===== config.mk =====
export PLATFORM = sky130hd
export DESIGN_NAME = ddn_state
export DESIGN_NICKNAME = d
export VERILOG_FILES = /design/src/logic/ddn_pkg.sv /design/src/logic/ddn_state.sv
export VERILOG_INCLUDE_DIRS = /design/src /design/src/logic
export SDC_FILE = /design/constraint.sdc
export NUM_CORES = 2
export LEC_CHECK = 0
export BUFFER_PORTS_ARGS = -buffer_cell sky130_fd_sc_hd__buf_2
export CORE_ASPECT_RATIO = 1.4
export CORE_MARGIN = 5
export CORE_UTILIZATION = 31
export CTS_BUF_LIST = sky130_fd_sc_hd__clkbuf_4
export DETAILED_ROUTE_END_ITERATION = 12
export GPL_TIMING_DRIVEN = 1
export PLACE_DENSITY = 0.41
export SKIP_CTS_REPAIR_TIMING = 1
export SLEW_MARGIN = 20
export SYNTH_ARGS = -nofsm -noshare
export SYNTH_HDL_FRONTEND = slang
export SYNTH_SLANG_ARGS = --single-unit

===== constraint.sdc =====
create_clock -name clk_sys -period 4.8 [get_ports clk_sys]
set_input_delay 0.24 -clock clk_sys [delete_from_list [all_inputs] [get_ports clk_sys]]
set_output_delay 0.24 -clock clk_sys [all_outputs]
set_load 0.01 [all_outputs]

===== src/logic/ddn_map.svh =====
// Purpose: Offsets, field positions and reset values of the deinterlace state block.
// Assumes: Included by its bare name wherever the map is needed.
// Notes: Definitions only.
`ifndef DDN_MAP_SVH
`define DDN_MAP_SVH
// ==========================================================
// Array layout and register bus map
`define DDN_ELEMS 8
`define DDN_ELEM_DW 8
`define DDN_IDX_MUL 2
`define DDN_ADR_STATUS 8'h40
`define DDN_ADR_CONTROL 8'h41
`define DDN_ARRAY_TOP 8'h3F
`define DDN_WORD_RST 32'h0000_0000
`define DDN_CTL_WALK_CLR 0
// ==========================================================
// Dword indices inside one element
`define DDN_DW_TEMPORAL 3'h1
`define DDN_DW_BLEND 3'h3
`define DDN_DW_SHIFT 3'h4
`define DDN_DW_FLAGS 3'h6
`define DDN_DW_WALK 3'h7
// ==========================================================
// Field positions
`define DDN_TD_HI 29:24
`define DDN_TD_LO 21:16
`define DDN_C2 15:13
`define DDN_MOVE_TH 12:8
`define DDN_BLEND_SEL 31
`define DDN_BLEND_LARGE 30:24
`define DDN_BLEND_SMALL 23:16
`define DDN_STMM_MAX 7:0
`define DDN_STMM_MIN 31:24
`define DDN_SHIFT_DOWN 23:22
`define DDN_SHIFT_UP 21:20
`define DDN_OUT_SHIFT 19:16
`define DDN_PROGRESSIVE 6
`define DDN_FIRST_FRAME 5
`define DDN_STREAM_ID 4
`define DDN_TOP_FIRST 3
`define DDN_PARTIAL 2
`define DDN_DI_EN 1
`define DDN_NR_EN 0
`define DDN_COL_WIDTH 31:23
`define DDN_WALK_EN 18
`define DDN_MERGE_PREV 17:16
`define DDN_MERGE_CUR 9:8
// ==========================================================
// Decoding constants
`define DDN_SHIFT_DOWN_BASE 3'h4
`define DDN_SHIFT_UP_BASE 4'h6
`define DDN_SHIFT_RSVD 2'h3
`define DDN_ONE4 4'h1
`define DDN_ONE10 10'h001
`define DDN_STEP_ADJ 2'h1
`define DDN_STEP_ALT 2'h2
`endif


===== src/logic/ddn_pkg.sv =====
// Purpose: Types shared by the deinterlace state block.
// Assumes: Field positions come from ddn_map.svh.
// Notes: Types only.
`default_nettype none
package ddn_pkg;
    // Field-merge decision for one field.
    typedef enum logic [1:0] {
        DDN_MERGE_DEINTERLACE,
        DDN_MERGE_PREVIOUS,
        DDN_MERGE_NEXT,
        DDN_MERGE_UNDEFINED
    } ddn_merge_t;
    // Message as issued by the execution thread.
    typedef struct packed {
        logic [4:0] samplerIndex;
        logic [4:0] movingCount;
        logic [15:0] posX;
        logic [15:0] posY;
    } ddn_msg_t;
    // Decoded element handed to the filter datapath.
    typedef struct packed {
        logic [1:0] lineStep;
        logic prevCleanValid;
        logic streamSel;
        logic topFirst;
        logic partialWriteback;
        logic deinterlacing;
        logic noiseReduction;
        logic readOriginalPrev;
        logic [3:0] divisor;
        logic [2:0] shiftDown;
        logic [3:0] shiftUp;
        logic [3:0] outShift;
        logic [7:0] motionDetectThreshold;
        logic [7:0] motionMax;
        logic [7:0] motionMin;
        logic [5:0] tdHigh;
        logic [5:0] tdLow;
        logic blockMoving;
        logic [9:0] columnWidth;
        logic useWalker;
        logic [15:0] blockX;
        logic [15:0] blockY;
        ddn_merge_t prevMerge;
        ddn_merge_t curMerge;
    } ddn_cfg_t;
    // Faults seen while decoding a message.
    typedef struct packed {
        logic badIndex;
        logic reservedShift;
        logic bothOff;
        logic badMerge;
    } ddn_err_t;
endpackage
`default_nettype wire


===== src/logic/ddn_state.sv =====
// Purpose: Holds the deinterlace/denoise state array and decodes one element per message.
// Assumes: One clock; message inputs synchronous to clk_sys.
// Notes: Software programs the array over classic Wishbone.
//
// Overview of operation
// Up to eight elements, each eight dwords after the previous one.
// Software places the array start on a 32-byte boundary.
// Element index 0..7 selects an element; sampler index is twice it.
// Software keeps history limit 128..240 and history step 0..15.
// Software keeps high minus low temporal threshold in 1..16.
// Divisor bias code 0..7 is used as value 1..8.
// Block is moving when its moving pixel count exceeds the threshold.
// Motion_blend_constants bit 31 picks large or small blending constant.
// Down-shift codes 0,1,2 mean 4,5,6; code 3 is reserved.
// Up-shift codes 0,1,2 mean 6,7,8; code 3 is reserved.
// Software sets output shift so max minus min is two to it.
// Progressive filters adjacent lines, else alternate; deinterlacing then off (the decode passes the enable bit through unchanged).
// First-frame flag marks the previous cleaned surface invalid.
// Stream selector picks which stream's estimate and counters update.
// Field-order flag one means top field first, zero bottom first.
// Partial writeback only when deinterlacing and partial flag are set.
// Deinterlacing off passes input through and zeroes motion results.
// Noise reduction off drops denoised fields and reads original previous.
// Software never clears both deinterlacing and noise reduction enables.
// Column width field plus one gives width in 16-pixel blocks.
// Walker enabled generates block positions; otherwise message positions used.
// Merge decisions: 0 deinterlace, 1 previous field, 2 next field.
// Software treats merge code 3 as undefined and zeroes reserved bits.
//
// Added by the designer: the Wishbone register port and the register offsets.
`include "ddn_map.svh"
`timescale 1ns/10ps
`default_nettype none
module ddn_state #(
    parameter int ADR_W = 10
) (
    // Clock and reset.
    input wire logic clk_sys,
    input wire logic rst_n,
    // Wishbone slave.
    input wire logic wb_cyc_i,
    input wire logic wb_stb_i,
    input wire logic wb_we_i,
    input wire logic [ADR_W-1:0] wb_adr_i,
    input wire logic [3:0] wb_sel_i,
    input wire logic [31:0] wb_dat_i,
    output logic [31:0] wb_dat_o,
    output logic wb_ack_o,
    // Message from the execution thread.
    input wire logic msgValid,
    input wire ddn_pkg::ddn_msg_t msgIn,
    output logic msgReady,
    // Decoded answer.
    output logic respValid,
    output ddn_pkg::ddn_cfg_t respCfg,
    output ddn_pkg::ddn_err_t respErr
);

    // ==========================================================
    // Functions

    // Merges a write into a word under the byte enables.
    function automatic logic [31:0] byteMerge(input logic [31:0] oldW, input logic [31:0] newW,
                                              input logic [3:0] sel);
        logic [31:0] res;
        res = oldW;
        for (int b = 0; b < 4; b++) begin
            if (sel[b]) begin
                res[b*8 +: 8] = newW[b*8 +: 8];
            end
        end
        return res;
    endfunction

    // Turns a two-bit merge code into its decision.
    function automatic ddn_pkg::ddn_merge_t toMerge(input logic [1:0] code);
        return ddn_pkg::ddn_merge_t'(code);
    endfunction

    // ==========================================================
    // Storage and state

    typedef enum logic {
        ST_IDLE,
        ST_DECODE
    } ddn_state_t;

    logic [31:0] stateMem [`DDN_ELEMS*`DDN_ELEM_DW];
    ddn_state_t state_reg;
    ddn_pkg::ddn_msg_t msg_reg;
    logic [15:0] walkX_reg;
    logic [15:0] walkY_reg;
    logic [3:0] lastErr_reg;
    logic [2:0] lastElem_reg;
    logic [7:0] msgCount_reg;
    logic busReq;
    logic [7:0] wordAdr;
    logic adrArray;
    logic walkClear;
    logic [2:0] elemSel;
    logic [5:0] base;
    logic [31:0] dwTemp;
    logic [31:0] dwBlend;
    logic [31:0] dwShift;
    logic [31:0] dwFlags;
    logic [31:0] dwWalk;
    logic [9:0] colWidth;
    ddn_pkg::ddn_cfg_t cfg_next;
    ddn_pkg::ddn_err_t err_next;

    // Bus decode; each register takes one aligned word.
    assign busReq = wb_cyc_i && wb_stb_i && !wb_ack_o;
    assign wordAdr = 8'(wb_adr_i[ADR_W-1:2]);
    assign adrArray = (wordAdr <= `DDN_ARRAY_TOP);
    assign walkClear = busReq && wb_we_i && (wordAdr == `DDN_ADR_CONTROL)
                       && wb_sel_i[0] && wb_dat_i[`DDN_CTL_WALK_CLR];

    // ==========================================================
    // Wishbone slave

    // Acknowledges every access one cycle after it is seen.
    always_ff @(posedge clk_sys or negedge rst_n) begin
        if (!rst_n) begin
            wb_ack_o <= 1'b0;
        end else begin
            wb_ack_o <= busReq;
        end
    end

    // Writes the state array under the byte enables.
    always_ff @(posedge clk_sys or negedge rst_n) begin
        if (!rst_n) begin
            for (int i = 0; i < `DDN_ELEMS*`DDN_ELEM_DW; i++) begin
                stateMem[i] <= `DDN_WORD_RST;
            end
        end else if (busReq && wb_we_i && adrArray) begin
            stateMem[wordAdr[5:0]] <= byteMerge(stateMem[wordAdr[5:0]], wb_dat_i, wb_sel_i);
        end
    end

    // Read data; unmapped words and the control word read as zero.
    always_ff @(posedge clk_sys or negedge rst_n) begin
        if (!rst_n) begin
            wb_dat_o <= 32'h0000_0000;
        end else if (busReq && !wb_we_i) begin
            if (adrArray) begin
                wb_dat_o <= stateMem[wordAdr[5:0]];
            end else if (wordAdr == `DDN_ADR_STATUS) begin
                wb_dat_o <= {msgCount_reg, walkY_reg[7:0], 5'h00, lastElem_reg,
                             3'h0, state_reg == ST_DECODE, lastErr_reg};
            end else begin
                wb_dat_o <= 32'h0000_0000;
            end
        end
    end

    // ==========================================================
    // Message handling

    // Takes one message, then decodes its element in the next cycle.
    always_ff @(posedge clk_sys or negedge rst_n) begin
        if (!rst_n) begin
            state_reg <= ST_IDLE;
            msg_reg <= '0;
        end else begin
            unique case (state_reg)
                ST_IDLE: begin
                    if (msgValid) begin
                        msg_reg <= msgIn;
                        state_reg <= ST_DECODE;
                    end
                end
                ST_DECODE: begin
                    state_reg <= ST_IDLE;
                end
            endcase
        end
    end

    // Ready while idle; drops for the decode cycle.
    always_ff @(posedge clk_sys or negedge rst_n) begin
        if (!rst_n) begin
            msgReady <= 1'b1;
        end else begin
            msgReady <= (state_reg == ST_DECODE) || !msgValid;
        end
    end

    // Element select: the sampler index is twice the element index.
    assign elemSel = msg_reg.samplerIndex[3:1];
    assign base = {elemSel, 3'h0};
    assign dwTemp = stateMem[base | 6'(`DDN_DW_TEMPORAL)];
    assign dwBlend = stateMem[base | 6'(`DDN_DW_BLEND)];
    assign dwShift = stateMem[base | 6'(`DDN_DW_SHIFT)];
    assign dwFlags = stateMem[base | 6'(`DDN_DW_FLAGS)];
    assign dwWalk = stateMem[base | 6'(`DDN_DW_WALK)];
    assign colWidth = 10'(dwWalk[`DDN_COL_WIDTH]) + `DDN_ONE10;

    // Decodes the selected element into the datapath controls.
    always_comb begin
        cfg_next = '0;
        err_next = '0;
        cfg_next.deinterlacing = dwFlags[`DDN_DI_EN];
        cfg_next.noiseReduction = dwFlags[`DDN_NR_EN];
        cfg_next.lineStep = dwFlags[`DDN_PROGRESSIVE] ? `DDN_STEP_ADJ : `DDN_STEP_ALT;
        cfg_next.prevCleanValid = !dwFlags[`DDN_FIRST_FRAME];
        cfg_next.streamSel = dwFlags[`DDN_STREAM_ID];
        cfg_next.topFirst = dwFlags[`DDN_TOP_FIRST];
        cfg_next.partialWriteback = dwFlags[`DDN_DI_EN] && dwFlags[`DDN_PARTIAL];
        cfg_next.readOriginalPrev = !dwFlags[`DDN_NR_EN];
        cfg_next.divisor = 4'(dwTemp[`DDN_C2]) + `DDN_ONE4;
        cfg_next.shiftDown = `DDN_SHIFT_DOWN_BASE + 3'(dwShift[`DDN_SHIFT_DOWN]);
        cfg_next.shiftUp = `DDN_SHIFT_UP_BASE + 4'(dwShift[`DDN_SHIFT_UP]);
        cfg_next.outShift = dwShift[`DDN_OUT_SHIFT];
        cfg_next.tdHigh = dwTemp[`DDN_TD_HI];
        cfg_next.tdLow = dwTemp[`DDN_TD_LO];
        cfg_next.blockMoving = msg_reg.movingCount > dwTemp[`DDN_MOVE_TH];
        cfg_next.columnWidth = colWidth;
        cfg_next.useWalker = dwWalk[`DDN_WALK_EN];
        // Block position from the walker or from the message.
        if (dwWalk[`DDN_WALK_EN]) begin
            cfg_next.blockX = walkX_reg;
            cfg_next.blockY = walkY_reg;
        end else begin
            cfg_next.blockX = msg_reg.posX;
            cfg_next.blockY = msg_reg.posY;
        end
        cfg_next.prevMerge = toMerge(dwWalk[`DDN_MERGE_PREV]);
        cfg_next.curMerge = toMerge(dwWalk[`DDN_MERGE_CUR]);
        // Motion results exist only while deinterlacing runs.
        if (dwFlags[`DDN_DI_EN]) begin
            if (dwBlend[`DDN_BLEND_SEL]) begin
                cfg_next.motionDetectThreshold = 8'(dwBlend[`DDN_BLEND_LARGE]);
            end else begin
                cfg_next.motionDetectThreshold = dwBlend[`DDN_BLEND_SMALL];
            end
            cfg_next.motionMax = dwBlend[`DDN_STMM_MAX];
            cfg_next.motionMin = dwShift[`DDN_STMM_MIN];
        end else begin
            cfg_next.motionDetectThreshold = 8'h00;
            cfg_next.motionMax = 8'h00;
            cfg_next.motionMin = 8'h00;
        end
        // Faults are flagged; the decode still completes.
        err_next.badIndex = msg_reg.samplerIndex[0] || msg_reg.samplerIndex[4];
        err_next.reservedShift = (dwShift[`DDN_SHIFT_DOWN] == `DDN_SHIFT_RSVD)
                                 || (dwShift[`DDN_SHIFT_UP] == `DDN_SHIFT_RSVD);
        err_next.bothOff = !dwFlags[`DDN_DI_EN] && !dwFlags[`DDN_NR_EN];
        err_next.badMerge = (dwWalk[`DDN_MERGE_PREV] == 2'h3)
                            || (dwWalk[`DDN_MERGE_CUR] == 2'h3);
    end

    // Registers the answer; it stands until the next decode.
    always_ff @(posedge clk_sys or negedge rst_n) begin
        if (!rst_n) begin
            respValid <= 1'b0;
            respCfg <= '0;
            respErr <= '0;
        end else begin
            respValid <= (state_reg == ST_DECODE);
            if (state_reg == ST_DECODE) begin
                respCfg <= cfg_next;
                respErr <= err_next;
            end
        end
    end

    // Status bookkeeping of the last decode.
    always_ff @(posedge clk_sys or negedge rst_n) begin
        if (!rst_n) begin
            lastErr_reg <= 4'h0;
            lastElem_reg <= 3'h0;
            msgCount_reg <= 8'h00;
        end else if (state_reg == ST_DECODE) begin
            lastErr_reg <= err_next;
            lastElem_reg <= elemSel;
            msgCount_reg <= msgCount_reg + 8'h01;
        end
    end

    // ==========================================================
    // Block walker

    // Steps X across the column and wraps into the next row.
    always_ff @(posedge clk_sys or negedge rst_n) begin
        if (!rst_n) begin
            walkX_reg <= 16'h0000;
            walkY_reg <= 16'h0000;
        end else if (walkClear) begin
            walkX_reg <= 16'h0000;
            walkY_reg <= 16'h0000;
        end else if (state_reg == ST_DECODE && dwWalk[`DDN_WALK_EN]) begin
            if (walkX_reg + 16'h0001 >= 16'(colWidth)) begin
                walkX_reg <= 16'h0000;
                walkY_reg <= walkY_reg + 16'h0001;
            end else begin
                walkX_reg <= walkX_reg + 16'h0001;
            end
        end
    end

endmodule // ddn_state
`default_nettype wire


After elaboration in Yosys (flattened, before gate mapping)
Cells that the tools add are included.
Widths: inputs -> output; s select.
{"block": "word_totals", "ff_bits": 2285, "inputBits": 94, "out_inout_bits": 147, "elab_cells": 205}
{"block": "classes", "n_addsub": 7, "order_cmp": 10, "eq_ne": 6, "mux": 43, "bitwise": 7, "n_reduce_logical": 26}
{"cell": "$bwmux 2048", "n": 1}
{"cell": "$bmux 32 s6", "n": 6}
{"cell": "$mux 32", "n": 12}
{"cell": "$demux 32 s6", "n": 1}
{"cell": "$mux 16", "n": 6}
{"cell": "$mux 8", "n": 9}
{"cell": "$mux 30", "n": 2}
{"cell": "$ge 7x7->1 const B", "n": 6}
{"cell": "$not 6->7", "n": 6}
{"cell": "$add 16x1->16 const B", "n": 2}
{"cell": "$mux 24", "n": 1}
{"cell": "$eq 8x7->1 const B", "n": 2}
{"cell": "$ge 16x10->1", "n": 1}
{"cell": "$mux 7", "n": 2}
{"cell": "$logic_and 1x1->1", "n": 12}
{"cell": "$add 9x1->10 const B", "n": 1}
{"cell": "$add 8x1->8 const B", "n": 1}
{"cell": "$eq 2x2->1 const B", "n": 4}
{"cell": "$le 8x6->1 const B", "n": 1}
{"cell": "$lt 7x1->1 const B", "n": 1}
{"cell": "$logic_not 1->1", "n": 6}
{"cell": "$gt 5x5->1", "n": 1}
{"cell": "$add 3x1->4 const B", "n": 1}
{"cell": "$add 3x2->4 const A", "n": 1}
{"cell": "other kinds (8)", "n": 13}

Depth between registers and ports, before layout
{"block": "depth", "depth_word": 9, "depth_mapped": 17, "depth_no_buf": 14}

Least setup slack after synthesis
OpenSTA, ideal clock, no wires.
{"block": "synth_path", "path_type": "register to register", "from": "reg msg_reg (netlist bit base[3])", "to": "reg walkY_reg[2]", "setup_time_ns": 0.136, "t_arrival_ns": 4.213, "required_ns": 4.664, "setup_slack_ns": 0.451, "path_stages_with_launch": 17, "path_buffers": 5, "synth_period_minus_slack_ns": 4.349, "cell_sequence": "dfrtp_1 -> buf_2 -> buf_2 -> buf_2 -> buf_2 -> mux4_2 -> mux2i_1 -> xnor2_1 -> ha_1 -> nand2_1 -> nor2_1 -> a2111oi_0 -> o21ai_0 -> nor3_1 -> or3_1 -> clkbuf_1 -> o21ai_0"}
{"block": "synth_between", "elab_chain_cells": 8, "word_cells_on_any_way": 10, "cone_classes": "add/sub: 1; order compare: 1; mux: 3; bitwise: 1; reduce/logical: 4"}
{"element": "start, declared", "line_no": "ddn_state.sv:90", "source": "ddn_pkg::ddn_msg_t msg_reg;"}
{"element": "start signal, assigned", "line_no": "ddn_state.sv:169", "source": "msg_reg <= msgIn;"}
{"element": "$not 6->7 *", "line_no": "ddn_state.sv:196", "source": "assign dwWalk = stateMem[base | 6'(`DDN_DW_WALK)];"}
{"element": "$bmux 32 s6 *", "line_no": "ddn_state.sv:196"}
{"element": "$mux 32 * (2 in series)", "line_no": "ddn_state.sv:196"}
{"element": "$add 9x1->10 (no source line)"}
{"element": "$ge 16x10->1", "line_no": "ddn_state.sv:293", "source": "if (walkX_reg + 16'h0001 >= 16'(colWidth)) begin"}
{"element": "$reduce_bool 2->1 (no source line)"}
{"element": "$reduce_and 2->1 (no source line) *"}
{"element": "end signal, assigned", "line_no": "ddn_state.sv:295", "source": "walkY_reg <= walkY_reg + 16'h0001;"}
{"element": "end, declared", "line_no": "ddn_state.sv:92", "source": "logic [15:0] walkY_reg;"}
Every way passes the cells marked *; elsewhere a longest branch is shown, timed or not. The select of a mux whose other input is x is not followed.
A chain may end at the register's enable or synchronous reset.

Final worst setup path
{"block": "layout_path", "from": "reg msg_reg (netlist bit base[3])", "to": "reg walkY_reg[9]"}
Same word-level chain as after synthesis.

==> summary.md <==
| Metric | Value |
|---|---|
| Achievable Freq | between 200 and 250 MHz |
| Commonest non-fill, non-tap cell in the layout | dfrtp_1 |
| Leakage power | 55.2 nW |
| VDD IR-drop max | roughly 0.17 mV |
| Max cap viols | 0 |
| DRT antenna net count | 0 |
| Cell variety after synth | 67 |
| CTS tree | built |
| FFs w/ async S/R, synth | 1.00 |
| WP data required | approximately 6 ns |
| Clk network pwr share | 0.423 |
| Total grt overflow | 0 |
| Max clock buf depth | 4 |
| Clock sink count | 2280 |
| Root Buffer | clkbuf_4 |
| Max-slew headroom | 0.126 |
| Final period utilization | 0.961 |
| Final max-slew violation count | 0 |
| 1st-iter DRT viols | approximately 6400 |
| RePlAce Congestion | ~0.9 |
| Data arrival time of the critical path | 5.85 ns |
| Post-synth EDFFs | 0 |
| Power Total | 42.6 mW |
| RSZ-0062 raised after global routing | no |
| Hold Slack | 0.0467 ns |
| Starting Density | 0.311 |
| #FFs+latches synth | 2280 |
| Pint | around 30 mW |
| DR WL/cell | 29.1 um |
| Post-Syn Area | between 0.1 and 0.15 mm2 |
| Setup Crit Path Kind | flop to flop |
| Tmin final | 4.61 ns |
| Power per cell area | 350 mW/mm2 |
| Syn nets | 9633 |
| Comb power frac | 0.102 |
| Setup violations, final | 0 |
| Fin Clk Skew | between 0.15 and 0.2 ns |
| Share of cells above drive strength 1 | 0.239 |
| Clk slew on worst S/H paths | 0.07 ns |
| Startpoint Class | flop |
| Sw Ratio | 0.279 |
| Core area | 0.336 mm2 |
| Syn-to-layout area delta | 16.9% |
| Ranking of synthesized cells by area | dfrtp_1 55%, mux4_2 13%, a21oi_1 6.1% |
| DR vias | ~80000 |
| Max FO, Critical Path | 11 |
| Final wirelength | 439 mm |
| Hpwl dp | between 200 and 300 mm |
| P_sw | ~12 mW |
| Total Routing Usage GR | 0.247 |
| Vias per cell | 5.32 |
| Post-synth top area share | 0.547 |
| Final setup margin | 0.185 ns |
| Crit. End Element | flop |
| Most frequent cells in the layout | 2275 x dfrtp_1, 1298 x nor2_1, 1270 x a21oi_1 |
| Post-route insts no fill | 15108 |
| Placement Setup Slack | -0.00419 ns |
| Syn avg cell area | 11.0 um2 |
| Fin util | 0.363 |
| Design area | 0.122 mm2 |
| Die span in x | 500 um |
| Synth area leader | dfrtp_1 |
| Placed cells | 13822 |
| CTS Buf Count | 627 |
| Setup TNS | 0 ns |
| Die Y | 696 um |
| Drt first pass iters | 6 |
| Sequential share of power | 0.474 |
| Post-synthesis sequential area ratio | 0.547 |
| Layout Nets | 10315 |
| Worst-Margin Slew | 1.30 ns |
| Max reg flops | 2048 |
| Vias in the first global route | 81587 |
| I/O pins | ~240 |
| Final Hold Fails | 0 |
| Rows | 252 |
| First-pass GRT wire length | 619 mm |
| # H-tree levels | 6 |
| Die area | roughly 0.35 mm2 |
| Placed cell areas | about 0.11 mm2 |
| Largest net degree at the start of global routing | 149 |
| Hold Path Class | input port to flop |
| IO buf count | 238 |
| Clk_lat worst skew | 1.50 ns |
| Main synth FF type | dfrtp_1 |
| DRC | 0 |
| Status | complete, no violations |
| Total number of yosys warnings | 0 |
| Gate Count Post-Synth | 9519 |
| Initial antenna violation count | 30 |
-- area by class of cell --
cell class | instances | area (um2)
multi-input combinational | 6400 | 44100
timing repair buffer | 871 | 7170
clock buffer | 961 | 7210
tap | 4445 | 5560
inverter | 21 | 87.6
clock inverter | 104 | 626
fill | 33861 | 214000
sequential | 2280 | 57100
antenna | 26 | 65.1
-- critical path, cell delays in order (launching register included) --
cell and delay (ns):
dfrtp_4 0.57, buf_12 0.20, mux4_2 0.52, mux2i_2 0.32, buf_4 0.20, nor3_2 0.05
and3_1 0.20, nand2_1 0.09, xnor2_1 0.17, ha_1 0.29, a21oi_1 0.16, nor2_1 0.07
a2111oi_0 0.38, buf_4 0.18, o21ai_0 0.23, nor3_2 0.22, buf_4 0.19, or3_1 0.16
buf_12 0.13, o21ai_0 0.09
-- metal layers --
layer | part of all wire | up-vias | wire length (um) | track usage
met4 | 0.057 | 18 | 24900 | 0.123
met5 | 0.00026 | - | 115 | 0
met1 | 0.40 | 41093 | 175000 | 0.307
li1 | - | 35533 | - | -
met3 | 0.059 | 881 | 26000 | 0.0437
met2 | 0.48 | 2865 | 213000 | 0.415
-- power by group through the flow --
stage	combinational, mW	sequential (mW)	clock, mW
after floorplan	2.21	20.4	0
after global placement	4.17	20.5	0
after detailed placement	4.22	20.6	0
after CTS	4.23	20.2	18.7
after global routing	4.67	20.3	19.6
final	4.36	20.2	18.0
-- cells in the mapped netlist (all sizes together), types with 9 or more instances --
library cell     n
xnor2           13
nor3            52
a211oi           9
a221oi          26
a22oi           87
dfrtp         2279
mux2i          392
nor2b           25
o211ai          27
and2            11
inv             18
a22o            10
a21oi         1301
o31ai           13
mux2           114
nor2          1369
mux4           580
buf            322
a21o            32
a221o           25
nand3           42
clkbuf         496
o21ai          957
nand4           14
nand2b          27
and4            14
o22ai           56
nand2         1075
and3            14
ha              20
xor2            11
o221ai          26
-- path summary, 6_finish.rpt --
check	startpoint	endpoint	slack [ns]	cells after the start
worst max-delay path	base[3]$_DFFE_PN0P_	walkY_reg[9]$_DFFE_PN0P_	0.19	19
worst min-delay path	wb_dat_i[21]	stateMem[565]$_DFFE_PN0P_	0.05	5
worst max register to register	base[3]$_DFFE_PN0P_	walkY_reg[9]$_DFFE_PN0P_	0.19	19
worst min register to register	respCfg[94]$_DFFE_PN0P_	respCfg[94]$_DFFE_PN0P_	0.46	1
max in group asynchronous	rst_n	stateMem[293]$_DFFE_PN0P_	3.02	6
min in group asynchronous	rst_n	stateMem[116]$_DFFE_PN0P_	0.21	4
-- cell families (layout without fill, tap and decap cells) --
| logic type | count (synthesis) | in the layout | synth area share |
|---|---|---|---|
| buffers and inverters | 839 | 1957 | 0.0369 |
| AO/OA/AOI/OAI | 2598 | 2598 | 0.135 |
| AND/OR/NAND/NOR | 2672 | 2672 | 0.102 |
| other | 0 | 26 | 0 |
| XOR/XNOR | 24 | 24 | 0.00201 |
| multiplexers | 1086 | 1086 | 0.175 |
| adder cells (fa/ha/maj) | 20 | 20 | 0.00240 |
| flip-flops | 2280 | 2280 | 0.547 |
No activity file was read; power rests on OpenSTA's default activity.
